[config.mk]
export PLATFORM = sky130hd
export DESIGN_NAME = post_step_timer
export DESIGN_NICKNAME = d
export VERILOG_FILES = /design/src/hw/post_step_timer.v
export VERILOG_INCLUDE_DIRS = /design/src /design/src/hw
export SDC_FILE = /design/constraint.sdc
export NUM_CORES = 1
export LEC_CHECK = 0
export ABC_AREA = 0
export BUFFER_PORTS_ARGS = -buffer_cell sky130_fd_sc_hd__buf_2
export CELL_PAD_IN_SITES_DETAIL_PLACEMENT = 0
export CELL_PAD_IN_SITES_GLOBAL_PLACEMENT = 2
export CORE_ASPECT_RATIO = 1.4
export CORE_MARGIN = 1
export CORE_UTILIZATION = 35
export DETAILED_ROUTE_END_ITERATION = 8
export PLACE_DENSITY_LB_ADDON = 0.1
export REMOVE_ABC_BUFFERS = 1
export SLEW_MARGIN = 20
export SYNTH_ARGS = -nofsm -noshare
export SYNTH_HDL_FRONTEND = slang
export SYNTH_SLANG_ARGS = --single-unit
[constraint.sdc]
create_clock -name core_clk -period 1.8 [get_ports core_clk]
set_input_delay 0.09 -clock core_clk [delete_from_list [all_inputs] [get_ports core_clk]]
set_output_delay 0.09 -clock core_clk [all_outputs]
set_load 0.005 [all_outputs]
[src/hw/post_defines.vh]
`ifndef POST_DEFINES_VH
`define POST_DEFINES_VH
// test step timeout, in cycles of core_clk
`define POST_STEP_TIMEOUT 16'h0400
// settle time for the transceiver presence strap after reset release
`define POST_SENSE_SETTLE 4'h8
// fault code field values reported with the verdict
`define POST_CODE_NONE 2'h0
`define POST_CODE_MEM 2'h1
`define POST_CODE_CTRL 2'h2
`define POST_CODE_XCVR 2'h3
`endif

[src/hw/post_step_timer.v]
`timescale 1ns/10ps
`include "post_defines.vh"
// counts cycles of one test step and flags a timeout
module post_step_timer #(
  parameter WIDTH = 16
) (
  // clock and reset
  input wire core_clk,
  input wire rst,
  // control
  input wire clear,
  input wire run,
  // status
  output reg expired
);
  reg [WIDTH-1:0] count;
  always @(posedge core_clk) begin
    if (rst || clear) begin
      count <= {WIDTH{1'b0}};
      expired <= 1'b0;
    end else if (run && !expired) begin
      count <= count + {{(WIDTH-1){1'b0}}, 1'b1};
      if (count == `POST_STEP_TIMEOUT - 16'h0001)
        expired <= 1'b1;
    end
  end
endmodule

==> metrics.md <==
| Metric | Value |
|---|---|
| Average wire length per cell after detail routing | 13.6 microns |
| Delay of the slowest cell on the worst path | 0.53 ns |
| Placed cell count | 114 |
| Hold worst-path end | count[6] |
| Crit path max-delay cell type | sky130_fd_sc_hd__or4_4 |
| Worst setup margin | 0.123 ns |
| PortBufs | 4 |
| Antenna viol nets, final | 0 |
| Element type at the critical path end | flop |
| Total of cells resized after clock tree synthesis | 0 |
| Number of standard cells in the final layout excluding fillers | 118 |
| Met1 demand-to-capacity share in global routing | 19.2% |
| First-pass GRT wire length | 2930 microns |
| WL final | 1600 microns |
| Maximum vdd ir drop | 0.411 mV |
| R2R setup slack | 0.12 ns |
| Classification of the worst setup path | reg2reg |
| Number of buffers on the longest clock path | 2 |
| RSZ-0062 raised after global routing | no |
| Row cnt | 19 |
| Number of antenna violations at the first check in global routing | 0 |
| Relative slew slack | 73.3% |
| Peak clock frequency supported by timing | 596 MHz |
| Cell chain of the critical path | nand4_4 > or4_4 > or3_1 > a21oi_1 |
| Library cell used as clock root buffer | sky130_fd_sc_hd__clkbuf_4 |
| Most used routing layer | met2 |
| Placer congestion estimate | 0.693 |
| Worst-Margin Slew | 0.399 ns |
| Worst min-delay path class | in2reg |
| Post-route core utilization | 43.3% |
| Met3 routing resource usage after global routing | 1.87% |
| Post-DR vias/cell | 5.37 |
| Endpoints failing hold | 0 |
| TritonCTS clock tree | built |
| Final critical-path share of the clock period | 93.2% |
| Total setup buffers inserted after CTS | 0 |
| Level count of the clock H-tree | 1 |
| Startpoint Class | flop |
| Run status | complete, no violations |
| Die X-Extent | 41.9 microns |
| Area of the die | 0.00243 sq mm |
| Critical path peak fanout | 6 |
| Launching point of the worst reg2reg path | count[4] |
| Share of synthesized area occupied by flip-flops and latches | 43.6% |
| Storage element area | 340 sq um |
| Detailed-route via count | 634 |
| Largest net degree at the start of global routing | 18 |
| Count of cells along the worst register-to-register path | 4 |
| Share of final-layout standard cells stronger than drive strength 1 | 17.5% |
| Number of search-and-repair iterations in the first detailed-routing pass | 4 |
| Static Leak | 0.295 nW |
| Setup tns final | 0 ns |
| Final critical delay including setup and external delays | 1.68 ns |
| Final count of pins violating max slew | 0 |
| CP required | 2.02 ns |
| # setup viols final | 0 |
| Number of instances on the worst hold path | 4 |
| Total standard cell area after synthesis | 781 sq um |
| Synthesized instance count | 87 |
| Core area | 0.00202 sq mm |
| Net total in the final layout | 103 |
| Worst slack on hold paths | 0.245 ns |
| Number of DRC markers in iteration 0 | 22 |
| Clock-pin slew of the registers on the worst-case setup and hold paths | 0.10 ns |
| TritonCTS buffer count | 3 |
| Number of filler instances in the final layout | 205 |
| Combined area of the multi-input logic cells | 425 sq um |
| Post-place setup slack | 0.142 ns |
| Number of diodes | 0 |
| Final clock skew | 0.00279 ns |
| #FFs+latches synth | 17 |
| # Max-Cap Violations | 0 |
| Worst Path Arrival | 1.90 ns |
| Synth Area per Inst | 8.97 sq um |
| Die extent in y | 57.9 microns |
| DRC Markers | 0 |
| Hold path startpoint | run |
| Total of warnings raised by yosys | 0 |
| Clock latency on the worst-skew pair | 0.28 ns |
| Hpwl dp | 1160 microns |
| Met2 usage | 27.2% |
| Initial cell density of the core | 38.6% |
| Count of unique library cells instantiated by Yosys | 25 |
| End of the worst register-to-register path | count[15] |
| Via count of the first global-routing pass | 663 |
| Total routing usage reported by global routing | 16.1% |
| Total power per unit cell area | 688 mW/mm^2 |
| Ports | 5 |
| Overflow after GRT | 0 |
| Total of hold buffers inserted after clock tree synthesis | 0 |
| Clk sink count | 17 |
| Relative area change from synthesis to final layout | 12.2% |
-- logic make-up after synthesis --
kind of cell / Yosys count / share of synthesized area (%)
compound gates: 10 / 6.57
xor+xnor: 10 / 11.2
fa+ha+maj: 1 / 1.60
flops: 17 / 43.6
buf+inv: 4 / 1.92
mux: 1 / 1.28
simple gates: 44 / 33.8
-- critical path: cells and delay by family (launching register included) --
kind | cells | cell delay [ns]
flip-flops | 1 | 0.45
AND/OR/NAND/NOR | 3 | 1.03
AO/OA/AOI/OAI | 1 | 0.13
-- routing by layer --
| metal | wire length, microns | share of wire [%] |
|---|---|---|
| met1 | 735 | 46 |
| met3 | 22 | 1.4 |
| met2 | 824 | 52 |
| met5 | 0 | 0 |
| met4 | 17 | 1.1 |
-- how the worst max path moves through the flow --
stage                     startpoint        end  slack (ns)  depth (start not counted)
after floorplan             count[2]  count[15]        0.20                          4
after global placement       expired  count[15]        0.18                          4
after detailed placement     expired  count[15]        0.14                          4
after CTS                    expired  count[15]        0.13                          4
after global routing        count[1]  count[15]        0.02                          4
final                       count[4]  count[15]        0.12                          4
-- flip-flops by register name, indices dropped and copies added, names as in the netlist --
name and flops:
expired 1, count 16
-- cells in the final DEF (no fill, tap or decap), drive strengths merged --
master	count
dfxtp	17
nor2	13
nand4	8
buf	8
xnor2	7
nand2	5
a21oi	5
nor4	4
o21ai	4
clkbuf	4
or3	4
xor2	3
nor3	3
inv	2
or2	1
nor2b	1
mux2i	1
nand4b	1
nand3	1
nand3b	1
or4	1
nand2b	1
a31oi	1
ha	1
-- layout make-up --
type                            instances  area share (%)
Sequential cell                        17            38.9
Clock buffer                            4            3.00
Inverter                                2           0.857
Timing Repair Buffer                    8            5.71
Tap cell                               21            3.00
Multi-Input combinational cell         66            48.6
-- through the flow --
stage / power [mW] / area [sq um]
floorplan: 0.399 / 773
global route: 0.638 / 876
detailed placement: 0.407 / 850
finish: 0.602 / 876
CTS: 0.611 / 876
global placement: 0.407 / 850
-- synth_stat cells --
cell                        n  area share [%]
sky130_fd_sc_hd__nand4_4    1             2.7
sky130_fd_sc_hd__mux2i_1    1             1.3
sky130_fd_sc_hd__or4_4      1             1.4
sky130_fd_sc_hd__xnor2_1    7             7.9
sky130_fd_sc_hd__o21ai_0    4             2.6
sky130_fd_sc_hd__nor2_1    13             6.3
sky130_fd_sc_hd__nor2b_1    1            0.80
sky130_fd_sc_hd__dfxtp_1   17              44
sky130_fd_sc_hd__nor4_1     4             3.2
sky130_fd_sc_hd__or3_2      2             1.9
sky130_fd_sc_hd__nand4b_1   1             1.1
sky130_fd_sc_hd__nand3b_4   1             2.6
sky130_fd_sc_hd__ha_1       1             1.6
sky130_fd_sc_hd__nand3_1    1            0.64
sky130_fd_sc_hd__a31oi_1    1            0.80
sky130_fd_sc_hd__nand4_1    7             5.6
sky130_fd_sc_hd__a21oi_1    5             3.2
sky130_fd_sc_hd__nor3_1     3             1.9
sky130_fd_sc_hd__nand2_1    5             2.4
sky130_fd_sc_hd__xor2_1     3             3.4
sky130_fd_sc_hd__nand2b_1   1            0.80
sky130_fd_sc_hd__or3_1      2             1.6
sky130_fd_sc_hd__clkbuf_1   2            0.96
sky130_fd_sc_hd__or2_2      1            0.80
sky130_fd_sc_hd__inv_1      2            0.96
-- where the power goes --
group	switching, mW	internal, mW
combinational	0.0113	0.00680
sequential	0.00247	0.377
clock	0.118	0.0860
(Power assumes the default switching activity.)
